$ cat config.mk
export PLATFORM = sky130hd
export DESIGN_NAME = lcbv_regs
export DESIGN_NICKNAME = d
export VERILOG_FILES = /design/src/logic/lcbv_pkg.sv /design/src/logic/lcbv_regs.sv
export SDC_FILE = /design/constraint.sdc
export NUM_CORES = 1
export LEC_CHECK = 0
export BUFFER_PORTS_ARGS = -buffer_cell sky130_fd_sc_hd__buf_2
export CAP_MARGIN = 20
export CORE_UTILIZATION = 50
export DETAILED_ROUTE_END_ITERATION = 7
export GPL_TIMING_DRIVEN = 0
export PLACE_DENSITY = 0.83
export SLEW_MARGIN = 20
export SYNTH_ARGS = -nofsm -noshare
export SYNTH_HDL_FRONTEND = slang
export SYNTH_SLANG_ARGS = --single-unit
$ cat constraint.sdc
create_clock -name core_clk -period 6.87 [get_ports core_clk]
set_clock_uncertainty 0.1 [all_clocks]
set_input_delay 1.374 -clock core_clk [delete_from_list [all_inputs] [get_ports core_clk]]
set_output_delay 1.374 -clock core_clk [all_outputs]
set_load 0.01 [all_outputs]
$ cat src/logic/lcbv_pkg.sv
// Constants, codes and carriers for the compensation and boot voltage registers
package lcbv_pkg;

    // ==========================================
    // Command codes
    localparam logic [7:0] LCBV_CMD_COMP = 8'hd4;
    localparam logic [7:0] LCBV_CMD_BOOT = 8'hd5;

    // ==========================================
    // Compensation word layout
    localparam int LCBV_GAIN_LSB = 12;
    localparam int LCBV_FORCE_BIT = 7;
    localparam int LCBV_INT_LSB = 3;
    localparam int LCBV_RAMP_LSB = 0;
    localparam logic [15:0] LCBV_COMP_RO_MASK = 16'h0f44;

    // ==========================================
    // Boot word layout
    localparam int LCBV_SPARE_LSB = 14;
    localparam int LCBV_CODE_LSB = 0;
    localparam logic [15:0] LCBV_BOOT_RO_MASK = 16'h3fe0;

    // ==========================================
    // Reset values, overwritten by the restore pulse
    localparam logic [15:0] LCBV_COMP_RST = 16'h0000;
    localparam logic [15:0] LCBV_BOOT_RST = 16'h0000;

    // ==========================================
    // Slew divider terminal count; the step period is this plus one core cycle
    localparam logic [7:0] LCBV_SLEW_DIV = 8'hc7;

    // Margin selection
    localparam logic [1:0] LCBV_MARGIN_NONE = 2'h0;
    localparam logic [1:0] LCBV_MARGIN_HIGH = 2'h1;
    localparam logic [1:0] LCBV_MARGIN_LOW = 2'h2;

    // Live switching frequency setting
    typedef enum logic [2:0] {
        LCBV_FSW_400K = 3'h0,
        LCBV_FSW_600K = 3'h1,
        LCBV_FSW_800K = 3'h2,
        LCBV_FSW_1M = 3'h3,
        LCBV_FSW_1M2 = 3'h4,
        LCBV_FSW_1M4 = 3'h5,
        LCBV_FSW_1M8 = 3'h6,
        LCBV_FSW_2M = 3'h7
    } lcbv_fsw_t;

    // Word transaction from the bus protocol layer
    typedef struct packed {
        logic valid;
        logic write;
        logic [7:0] cmd;
        logic [15:0] data;
    } lcbv_req_t;

    // Answer to a word transaction
    typedef struct packed {
        logic valid;
        logic ack;
        logic nack;
        logic [15:0] data;
    } lcbv_resp_t;

    // Nonvolatile backup words
    typedef struct packed {
        logic [15:0] comp;
        logic [15:0] boot;
    } lcbv_nvm_t;

endpackage

$ cat src/logic/lcbv_regs.sv
// Compensation and boot voltage command registers
`timescale 1ns/1ps

// Function
// Codes d4 and d5, word read/write
// Bits 15:12 hold loop AC gain
// Unsupported bits always read zero
// Read-only compensation bits ignore writes
// Force clear: integrator time follows frequency
// Frequency lookup gives integrator time codes
// Force set: writable, loaded from backup
// Bits 5:3 hold integrator time constant
// Bits 1:0 hold ramp amplitude
// Boot bits 4:0 are DAC target
// Host picks scale matching boot code
// Effective boot from code, scale, margins, trim
// Boot code writable in every state
// Soft-start target slews to new boot
// Changing boot bits 13:5 is invalid
// Invalid data: NACK, discard, set flags
// Boot codes map to DAC voltages
// Restore loads backups, writes act immediately
module lcbv_regs
    import lcbv_pkg::*;
(
    // Clock and reset
    input wire logic core_clk,
    input wire logic sys_rst,
    // Word transactions
    input wire lcbv_req_t req,
    output lcbv_resp_t resp_r,
    // Nonvolatile restore
    input wire logic nvm_load,
    input wire lcbv_nvm_t nvm,
    // Converter state
    input wire lcbv_fsw_t fsw_live,
    input wire logic soft_start,
    input wire logic [3:0] scale_mult,
    input wire logic [1:0] margin_sel,
    input wire logic [10:0] margin_high_target,
    input wire logic [10:0] margin_low_target,
    input wire logic [10:0] trim_offset,
    // Loop settings
    output logic [3:0] gain_r,
    output logic [2:0] int_time_r,
    output logic [1:0] ramp_r,
    // Boot voltage
    output logic [10:0] boot_dac_voltage_r,
    output logic [15:0] boot_voltage_r,
    output logic [15:0] ref_target_r,
    // Status set pulses
    output logic cml_fault_set_r,
    output logic invalid_data_set_r
);

    // ==========================================
    // Functions
    function automatic logic [2:0] int_lookup(input lcbv_fsw_t f);
        case (f)
            LCBV_FSW_400K: int_lookup = 3'h7;
            LCBV_FSW_600K: int_lookup = 3'h6;
            LCBV_FSW_800K: int_lookup = 3'h4;
            LCBV_FSW_1M: int_lookup = 3'h4;
            LCBV_FSW_1M2: int_lookup = 3'h3;
            LCBV_FSW_1M4: int_lookup = 3'h3;
            LCBV_FSW_1M8: int_lookup = 3'h2;
            default: int_lookup = 3'h2;
        endcase
    endfunction

    // Voltage in units of 1/2048 V
    function automatic logic [10:0] dac_volt(input logic [4:0] c);
        case (c)
            5'h00: dac_volt = 11'h000;
            5'h01: dac_volt = 11'h266;
            5'h02: dac_volt = 11'h280;
            5'h03: dac_volt = 11'h29a;
            5'h04: dac_volt = 11'h2b4;
            5'h05: dac_volt = 11'h2cd;
            5'h06: dac_volt = 11'h2e6;
            5'h07: dac_volt = 11'h300;
            5'h08: dac_volt = 11'h31a;
            5'h09: dac_volt = 11'h333;
            5'h0a: dac_volt = 11'h34d;
            5'h0b: dac_volt = 11'h366;
            5'h0c: dac_volt = 11'h380;
            5'h0d: dac_volt = 11'h39a;
            5'h0e: dac_volt = 11'h3b4;
            5'h0f: dac_volt = 11'h3cd;
            5'h10: dac_volt = 11'h3e6;
            5'h11: dac_volt = 11'h400;
            5'h12: dac_volt = 11'h41a;
            5'h13: dac_volt = 11'h433;
            5'h14: dac_volt = 11'h44c;
            5'h15: dac_volt = 11'h466;
            5'h16: dac_volt = 11'h480;
            5'h17: dac_volt = 11'h49a;
            5'h18: dac_volt = 11'h4b4;
            5'h19: dac_volt = 11'h4cc;
            5'h1a: dac_volt = 11'h500;
            5'h1b: dac_volt = 11'h533;
            5'h1c: dac_volt = 11'h566;
            5'h1d: dac_volt = 11'h59a;
            5'h1e: dac_volt = 11'h5cc;
            default: dac_volt = 11'h600;
        endcase
    endfunction

    // Sum wraps at 11 bits before the product; a cast alone leaves the width to the tool
    function automatic logic [15:0] scaled(input logic [10:0] v, input logic [10:0] t,
        input logic [3:0] m);
        logic [10:0] sum;
        sum = v + t;
        scaled = {5'h00, sum} * {12'h000, m};
    endfunction

    // One LSB toward the goal, or hold
    function automatic logic [15:0] step_toward(input logic [15:0] cur, input logic [15:0] goal);
        if (cur < goal) begin
            step_toward = cur + 16'h0001;
        end else if (cur > goal) begin
            step_toward = cur - 16'h0001;
        end else begin
            step_toward = cur;
        end
    endfunction

    // Read words with read-only spans forced to zero
    function automatic logic [15:0] pack_comp(input logic [3:0] g, input logic f,
        input logic [2:0] it, input logic [1:0] rp);
        pack_comp = {g, 4'h0, f, 1'b0, it, 1'b0, rp};
    endfunction

    function automatic logic [15:0] pack_boot(input logic [1:0] sp, input logic [4:0] cd);
        pack_boot = {sp, 9'h000, cd};
    endfunction

    // ==========================================
    // Stored fields
    logic force_r;
    logic [2:0] int_store_r;
    logic [1:0] spare_r;
    logic [4:0] boot_code_r;
    logic [7:0] slew_cnt_r;
    logic slew_step_r;
    logic [15:0] comp_word;
    logic [15:0] boot_word;
    logic wr_comp;
    logic wr_boot;
    logic hit_comp;
    logic hit_boot;
    logic boot_bad;

    assign wr_comp = req.valid && req.write && req.cmd == LCBV_CMD_COMP;
    assign wr_boot = req.valid && req.write && req.cmd == LCBV_CMD_BOOT;
    // Foreign codes hit neither and get no answer
    assign hit_comp = req.valid && req.cmd == LCBV_CMD_COMP;
    assign hit_boot = req.valid && req.cmd == LCBV_CMD_BOOT;
    // Any set bit in the read-only span counts as an attempted change
    assign boot_bad = (req.data & LCBV_BOOT_RO_MASK) != 16'h0000;

    assign comp_word = pack_comp(gain_r, force_r, int_time_r, ramp_r);
    assign boot_word = pack_boot(spare_r, boot_code_r);

    // ==========================================
    // Compensation fields, one process each
    always_ff @(posedge core_clk or posedge sys_rst) begin
        if (sys_rst) begin
            gain_r <= LCBV_COMP_RST[15:12];
        end else if (nvm_load) begin
            gain_r <= nvm.comp[LCBV_GAIN_LSB +: 4];
        end else if (wr_comp) begin
            // Masked bits simply are not stored
            gain_r <= req.data[LCBV_GAIN_LSB +: 4];
        end
    end

    always_ff @(posedge core_clk or posedge sys_rst) begin
        if (sys_rst) begin
            force_r <= LCBV_COMP_RST[7];
        end else if (nvm_load) begin
            force_r <= nvm.comp[LCBV_FORCE_BIT];
        end else if (wr_comp) begin
            force_r <= req.data[LCBV_FORCE_BIT];
        end
    end

    always_ff @(posedge core_clk or posedge sys_rst) begin
        if (sys_rst) begin
            ramp_r <= LCBV_COMP_RST[1:0];
        end else if (nvm_load) begin
            ramp_r <= nvm.comp[LCBV_RAMP_LSB +: 2];
        end else if (wr_comp) begin
            ramp_r <= req.data[LCBV_RAMP_LSB +: 2];
        end
    end

    always_ff @(posedge core_clk or posedge sys_rst) begin
        if (sys_rst) begin
            int_store_r <= LCBV_COMP_RST[5:3];
        end else if (nvm_load) begin
            int_store_r <= nvm.comp[LCBV_INT_LSB +: 3];
        end else if (wr_comp && force_r && req.data[LCBV_FORCE_BIT]) begin
            int_store_r <= req.data[LCBV_INT_LSB +: 3];
        end else if (wr_comp && !force_r && req.data[LCBV_FORCE_BIT]) begin
            int_store_r <= nvm.comp[LCBV_INT_LSB +: 3];
        end
    end

    // Field read-only and lookup-driven while force is clear
    always_ff @(posedge core_clk or posedge sys_rst) begin
        if (sys_rst) begin
            int_time_r <= LCBV_COMP_RST[5:3];
        end else begin
            int_time_r <= force_r ? int_store_r : int_lookup(fsw_live);
        end
    end

    // ==========================================
    // Boot fields, no state locks them
    always_ff @(posedge core_clk or posedge sys_rst) begin
        if (sys_rst) begin
            spare_r <= LCBV_BOOT_RST[15:14];
        end else if (nvm_load) begin
            spare_r <= nvm.boot[LCBV_SPARE_LSB +: 2];
        end else if (wr_boot && !boot_bad) begin
            spare_r <= req.data[LCBV_SPARE_LSB +: 2];
        end
    end

    // A refused word leaves the code untouched
    always_ff @(posedge core_clk or posedge sys_rst) begin
        if (sys_rst) begin
            boot_code_r <= LCBV_BOOT_RST[4:0];
        end else if (nvm_load) begin
            boot_code_r <= nvm.boot[LCBV_CODE_LSB +: 5];
        end else if (wr_boot && !boot_bad) begin
            boot_code_r <= req.data[LCBV_CODE_LSB +: 5];
        end
    end

    // ==========================================
    // Boot voltage computation
    always_ff @(posedge core_clk or posedge sys_rst) begin
        if (sys_rst) begin
            boot_dac_voltage_r <= 11'h000;
        end else begin
            boot_dac_voltage_r <= dac_volt(boot_code_r);
        end
    end

    // Scale factor is the host's choice; no range check here
    always_ff @(posedge core_clk or posedge sys_rst) begin
        if (sys_rst) begin
            boot_voltage_r <= 16'h0000;
        end else if (margin_sel == LCBV_MARGIN_HIGH) begin
            boot_voltage_r <= scaled(margin_high_target, trim_offset, scale_mult);
        end else if (margin_sel == LCBV_MARGIN_LOW) begin
            boot_voltage_r <= scaled(margin_low_target, trim_offset, scale_mult);
        end else begin
            boot_voltage_r <= scaled(boot_dac_voltage_r, trim_offset, scale_mult);
        end
    end

    // ==========================================
    // Reference target slew
    always_ff @(posedge core_clk or posedge sys_rst) begin
        if (sys_rst) begin
            slew_cnt_r <= 8'h00;
        end else if (slew_cnt_r == LCBV_SLEW_DIV) begin
            slew_cnt_r <= 8'h00;
        end else begin
            slew_cnt_r <= slew_cnt_r + 8'h01;
        end
    end

    // Divider pulse, one cycle in every period
    always_ff @(posedge core_clk or posedge sys_rst) begin
        if (sys_rst) begin
            slew_step_r <= 1'b0;
        end else begin
            slew_step_r <= slew_cnt_r == LCBV_SLEW_DIV;
        end
    end

    // One LSB per step keeps the ramp monotonic in soft-start
    always_ff @(posedge core_clk or posedge sys_rst) begin
        if (sys_rst) begin
            ref_target_r <= 16'h0000;
        end else if (!soft_start) begin
            ref_target_r <= boot_voltage_r;
        end else if (slew_step_r) begin
            ref_target_r <= step_toward(ref_target_r, boot_voltage_r);
        end
    end

    // ==========================================
    // Answers and status pulses
    always_ff @(posedge core_clk or posedge sys_rst) begin
        if (sys_rst) begin
            resp_r <= '0;
        end else if (hit_comp) begin
            resp_r.valid <= 1'b1;
            resp_r.ack <= 1'b1;
            resp_r.nack <= 1'b0;
            resp_r.data <= req.write ? 16'h0000 : comp_word;
        end else if (hit_boot) begin
            resp_r.valid <= 1'b1;
            resp_r.ack <= !(req.write && boot_bad);
            resp_r.nack <= req.write && boot_bad;
            resp_r.data <= req.write ? 16'h0000 : boot_word;
        end else begin
            resp_r <= '0;
        end
    end

    // Pulses only; the status flags they set live outside
    always_ff @(posedge core_clk or posedge sys_rst) begin
        if (sys_rst) begin
            cml_fault_set_r <= 1'b0;
        end else begin
            cml_fault_set_r <= wr_boot && boot_bad;
        end
    end

    always_ff @(posedge core_clk or posedge sys_rst) begin
        if (sys_rst) begin
            invalid_data_set_r <= 1'b0;
        end else begin
            invalid_data_set_r <= wr_boot && boot_bad;
        end
    end

endmodule

==> metrics.md, run 1 <==
| Metric | Value |
|---|---|
| DRC Markers | 0 |
| Clk pin slew, worst setup/hold paths | around 0.070 ns |
| First-pass GRT wire length | 45900 um |
| Fin crit share | between 90% and 100% |
| Routability Congestion | between 0.9 and 1 |
| CTS tree | yes |
| Overflow after GRT | 0 |
| Number of I/O pins | 177 |
| Starting Density | a little over 50% |
| Worst Path Arrival | 6.61 ns |
| Yosys reg bits | 86 |
| IO Port Bufs | roughly 150 |
| Slew Limit Fails | 0 |
| Placed cells | ~1700 |
| Reg power frac | 14.2% |
| Switching Share | between 50% and 60% |
| Final setup violation count | 0 |
| GRT Total Usage | approximately a quarter |
| CP Class | input pin to register |
| Core ar. | between 20000 and 25000 um2 |
| DR iter-0 viols | roughly 470 |
| Crit end category | register |
| DR pass1 iterations | 7 |
| Initial antenna violation count | 0 |
| Post-route minimum period | roughly 6.5 ns |
| CP delay by family, top | compound AO/OA/AOI/OAI gates |
| Ys async rst share | 100% |
| Die Wd | ~150 um |
| Leak | 6.06 nW |
| Status | completed |
| Share of layout cells above drive strength 1 | between 10 and 15% |
| RSZ-0062 raised after global routing | no |
| Worst Hold Class | register to register |
| PD cells | just over 400 nW/um2 |
| Critical-path cell list | buf_2 -> ha_1 -> fa_1 -> a21o_1 -> a21oi_1 -> o21ai_0 -> a211oi_1 -> nor2_1 -> xor2_1 -> and2_1 -> fa_1 -> inv_1 -> fa_1 -> inv_1 -> ha_1 -> a21oi_1 -> o21bai_1 -> nor2_1 -> mux2_2 -> o31ai_1 -> a21oi_1 -> a21o_1 |
| Critical hold path startpoint | slew_cnt_r[0] |
| Yosys warns | 0 |
| Cells after synthesis | around 1300 |
| Syn-to-layout area delta | 13.7% |
| Startpoint Class | input pin |
| Maximum VDD drop | about 0.00023 V |
| Root buffer cell | clkbuf_16 |
| Cell Rows | 53 |
| Layout Cells excl Fill | between 1500 and 2000 |
| Final wirelength | 27800 um |
| Slowest CP cell | xor2_1 |
| Net Sw Power | between 2 and 3 mW |
| Vias | slightly below 10000 |
| Tot Pwr | between 4 and 5 mW |
| Fin. Hold Viols | 0 |
| Crit path largest cell delay | around 0.44 ns |
| Clock network fraction of design power | under 10% |
| Slew HR | a little over two fifths |
| Nets | about 1700 |
| Internal Power | approximately 2.4 mW |
| Max Fanout on Critical Path | 8 |
| Antenna cells | 0 |
| Post-synth EDFFs | 0 |
| Bufs and invs on worst path | 3 |
| Average size of a mapped cell | between 8 and 9 um2 |
| DRT antenna net count | 0 |
| Vias in the first global route | 9427 |
| Maximum clock path buffer count | 2 |
| Worst-skew pair later-pin latency | about 0.36 ns |
| Post-DP HPWL | roughly 23000 um |
| Die Y | 148 um |
| TritonCTS Buffers | 9 |
| Netlist cell types | 69 |
| Sequential share of the synthesized area | around a fifth |
| # clock sinks | 86 |
| Wire length per cell | around 16 um |
| Max-cap viol count | 0 |
| Post-Syn Area | 10700 um2 |
| Top FF cell, synth | dfrtp_1 |
| H-tree levels | 3 |
| Cts hold-fix bufs | 0 |
| Logic gate share of total power | between 70% and 80% |
| Req. time, crit path | ~7 ns |
| Slew of the pin with the lowest slew margin | about 0.84 ns |
| Vias per cell | ~5.7 |
| Largest net degree at the start of global routing | between 40 and 50 |
| Fmax | roughly 0.15 GHz |
| Reg2reg start | boot_dac_voltage_r[0] |
| Worst Setup SP | trim_offset[0] |
| DIE AREA | 21900 um2 |
final timing paths:
check                                        end  slack (ns)  depth (start not counted)
max                           boot_voltage_r[14]        0.40                         22
min                                slew_cnt_r[0]        0.37                          1
max reg2reg                   boot_voltage_r[14]        1.14                         21
min reg2reg                        slew_cnt_r[0]        0.37                          1
max in group asynchronous  boot_dac_voltage_r[1]        5.10                          3
min in group asynchronous      boot_voltage_r[2]        0.99                          2
worst register-to-register path: cells and delay by family (launching register included):
| family | cells | cell delay, ns |
|---|---|---|
| AOI/OAI and AO/OA | 9 | 2.02 |
| adders and majority gates | 5 | 1.71 |
| and+or+nand+nor | 3 | 0.46 |
| xor gates and xnor gates | 1 | 0.44 |
| DFF | 1 | 0.43 |
| muxes | 1 | 0.32 |
| buffers and inverters | 2 | 0.16 |
layout by cell type (no fill, tap or decap), drive strengths merged, types with 32 or more instances in the layout:
master  count
xnor2      33
a21oi      70
and2      110
clkbuf     47
fa         58
dfrtp      86
nor2       79
nand2      96
o21ai      74
ha        125
mux2i      32
inv       139
buf       169
final cells by class:
type / instances / area, um2
sequential: 86 / 2150
clock inverter: 7 / 63.8
fill: 1826 / 8820
buffer: 52 / 231
timing repair buffer: 155 / 798
multi-input combinational: 1008 / 7810
clock buffer: 9 / 225
tap: 275 / 344
inverter: 136 / 513
power by group through the flow:
stage	sequential, mW	clock (mW)	combinational (mW)
CTS	0.706	0.486	3.73
global route	0.719	0.506	4.23
global placement	0.710	0	3.57
floorplan	0.721	0	2.77
finish	0.708	0.482	3.78
detailed placement	0.714	0	3.70
flip-flops by register name (all words and copies together), names as in the netlist, 4 cells and up:
register and flops:
boot_voltage_r 15, boot_dac_voltage_r 11, boot_code_r 5, ref_target_r 16, resp_r 14, gain_r 4, slew_cnt_r 8
stage by stage:
| step | hold WS [ns] | util [%] | instance area, um2 | worst slack [ns] | setup TNS, ns |
|---|---|---|---|---|---|
| finish | 0.369 | 57.9 | 12100 | 0.397 | 0 |
| floorplan | 0.333 | - | 10700 | 0.828 | 0 |
| detailed placement | 0.350 | 56.5 | 11800 | -0.177 | -0.201 |
| CTS | 0.364 | 57.9 | 12100 | 0.158 | 0 |
| global placement | 0.345 | 56.3 | 11800 | -0.0582 | -0.0582 |
| global route | 0.399 | 57.9 | 12100 | 0.105 | 0 |
cell families after synthesis:
family | synth area share [%]
AOI/OAI and AO/OA | 19.0
adders and majority gates | 25.5
xor gates and xnor gates | 4.60
buffers and inverters | 6.95
other | 0.0351
DFF | 20.2
muxes | 3.42
and+or+nand+nor | 20.3
synth_stat cells, types with 9 or more instances:
library cell | count | area [um2]
mux2i_1 | 32 | 320
nand3_1 | 22 | 110
a21oi_1 | 70 | 350
and2_1 | 110 | 688
o21bai_1 | 10 | 75.1
clkbuf_1 | 38 | 143
ha_1 | 125 | 1560
a31oi_1 | 19 | 119
a211oi_1 | 20 | 150
inv_1 | 135 | 507
nor2_1 | 79 | 297
nand2_1 | 96 | 360
or2_2 | 9 | 56.3
o211ai_1 | 16 | 120
nor2b_1 | 17 | 106
xor2_1 | 23 | 201
o21a_1 | 13 | 97.6
a21o_1 | 26 | 195
fa_1 | 58 | 1160
nand2b_1 | 13 | 81.3
and3_1 | 11 | 68.8
dfrtp_1 | 86 | 2150
xnor2_1 | 33 | 289
nor3_1 | 18 | 90.1
o21ai_0 | 74 | 370
what timing repair did:
action	4_1_cts	5_1_grt
resized for setup	0	3
buffers inserted	0	0
setup endpoints to repair	0	2
metal layers:
metal  global-route usage (%)  wire length (um)  vias up
met1                     34.8             12200     4700
li1                         -                 -     4755
met5                        0                 0        -
met2                     43.5             13100      378
met3                     4.42              1920       48
met4                     7.32               610        0
No activity file was read; power rests on OpenSTA's default activity.
==> run 2, diff against run 1 <==
Settings changed: CTS_CLUSTER_DIAMETER set to 30, REMOVE_ABC_BUFFERS set to 1.
==> run 2 against run 1 <==
  * Via count is 3.3% lower
  * First-iteration DRC count rose by 0.22%
  * Wire length shrank 7.6%
  * Cell area down 1.6%
  * Combinational power fell by 3%
  * Clock-buffer cell count grew 1
  * Hold slack lost 0.0059 ns
  * Global-route usage is 2.2 points lower
  * Setup slack improved by 0.15 ns
  * Critical path depth stayed put
  * Core utilization is 0.95 points lower
  * Critical path type unchanged
==> metrics.md, run 2 (synthesis gave the netlist of run 1 again) <==
| Metric | Value |
|---|---|
| Commonest non-fill, non-tap cell in the layout | buf_2 |
| DIE AREA | 21900 um2 |
| Postcts setup bufs | 0 |
| Vias in the first global route | 9057 |
| Placed cells | 1662 |
| Maximum clock path buffer count | 2 |
| DR top layer | met4 |
| Final setup violation count | 0 |
| Routability Congestion | between 0.8 and 0.9 |
| Slew of the pin with the lowest slew margin | roughly 0.96 ns |
| Worst Path Arrival | ~6.5 ns |
| Layout Cells excl Fill | 1679 |
| H-tree levels | 3 |
| Fmax | about 0.16 GHz |
| Biggest register | ref_target_r |
| Worst-skew pair later-pin latency | around 0.35 ns |
| Fin crit share | 92.1% |
| R2r setup slk | 1.32 ns |
| Max Fanout on Critical Path | 6 |
| Cell Rows | 53 |
| CP Class | input pin to register |
| Fin. Hold Viols | 0 |
| Wire length per cell | 15.3 um |
| TritonCTS Buffers | 9 |
| Maximum VDD drop | 0.000228 V |
| Core ar. | between 20000 and 25000 um2 |
| DRC Markers | 0 |
| Overflow after GRT | 0 |
| CP delay by family, top | adder cells |
| CTS tree | yes |
| Startpoint Class | input pin |
| DR iter-0 viols | 466 |
| Bufs and invs on worst path | 4 |
| Starting Density | between 50% and 60% |
| Cts hold-fix bufs | 0 |
| Die Y | approximately 150 um |
| # clock sinks | between 80 and 90 |
| Slew HR | a little over a third |
| Nets | between 1500 and 2000 |
| Req. time, crit path | between 7 and 8 ns |
| Setup_tns | 0 ns |
| Clk pin slew, worst setup/hold paths | around 0.060 ns |
| First-pass GRT wire length | ~42000 um |
| DRT antenna net count | 0 |
| Post-route minimum period | approximately 6.3 ns |
| GRT Total Usage | roughly a quarter |
| Met1 wire length | approximately 11000 um |
| Vias per cell | 5.69 |
| Share of layout cells above drive strength 1 | between 10% and 20% |
| CTS resizes | 0 |
| Worst Hold Class | register to register |
| Crit end category | register |
| Crit path largest cell delay | approximately 0.53 ns |
| Root buffer cell | clkbuf_16 |
| Met3 wire length | between 1500 and 2000 um |
| PD cells | approximately 410 nW/um2 |
| DR pass1 iterations | 5 |
| RSZ-0062 raised after global routing | no |
| Syn-to-layout area delta | 11.8% |
| Met2 routed WL | approximately 12000 um |
| Commonest non-fill, non-tap cells in the layout | buf_2 (155), inv_1 (134), ha_1 (125), and2_1 (110), nand2_1 (96) |
| Max FFs per register | 16 |
| Number of I/O pins | 177 |
| Status | completed |
| Largest net degree at the start of global routing | just under 50 |
| Final wirelength | 25700 um |
| Slew Limit Fails | 0 |
| IO Port Bufs | 155 |
| Tot Pwr | 4.90 mW |
| Vias | between 9000 and 10000 |
| Slowest CP cell | fa_1 |
| Critical-path cell list | buf_2 -> ha_1 -> fa_1 -> a21o_1 -> a21oi_1 -> nor2b_1 -> o31a_1 -> o31ai_1 -> xnor2_1 -> and2_1 -> fa_1 -> inv_1 -> fa_1 -> inv_1 -> ha_1 -> inv_1 -> o22a_1 -> o31a_1 -> a211oi_1 -> or4b_1 -> a31oi_1 -> a21o_1 |
| Post-DP HPWL | slightly above 20000 um |
| Max-cap viol count | 0 |
| Leak | 5.97 nW |
| Die Wd | 148 um |
| Initial antenna violation count | 0 |
| Registers with the most flip-flops | ref_target_r: 16 flops, boot_voltage_r: 15 flops, resp_r: 14 flops |
[run 2: changes by cell type in the layout (fill, tap and decap cells not counted), moves of 2 or more]
cell / previous run / this run
buf_4: 7 / 1
inv_8: 2 / 0
clkbuf_1: 38 / 0
buf_1: 4 / 0
[run 2: routing by layer]
layer	global-route usage (%)	vias to the layer above
met5	0	-
met4	8.71	0
met3	3.56	55
met2	40.8	324
met1	30.5	4514
li1	-	4657
[run 2: final cells by class]
class	count	area, um2
well taps	275	344
repair buffers	157	811
clock buffers	10	239
clock inverters	6	68.8
fillers	1865	9020
diodes	1	2.50
inverters	136	513
multi-input cells	1008	7810
flip-flops and latches	86	2150
[run 2: worst paths after layout]
kind	startpoint	end	cells past startpoint
setup / recovery	trim_offset[0]	boot_voltage_r[13]	22
setup reg to reg	boot_dac_voltage_r[0]	boot_voltage_r[12]	19
max in group asynchronous	sys_rst	gain_r[2]	3
hold / removal	slew_cnt_r[0]	slew_cnt_r[0]	1
min in group asynchronous	sys_rst	slew_cnt_r[7]	2
hold reg to reg	slew_cnt_r[0]	slew_cnt_r[0]	1
[run 2: where the power goes]
group	internal, mW	leakage [nW]	switching [mW]
registers	0.602	1.06	0.119
clock network	0.294	0.149	0.215
logic	1.56	4.77	2.11
[run 2: stage by stage]
step	hold WS, ns	area, um2	util, %	worst slack, ns
after floorplan	0.333	10500	-	0.830
after global placement	0.345	11600	55.3	0.286
after detailed placement	0.357	11600	55.5	0.226
after CTS	0.369	11900	57.0	0.581
after global routing	0.399	11900	57.0	0.206
final	0.363	11900	57.0	0.542
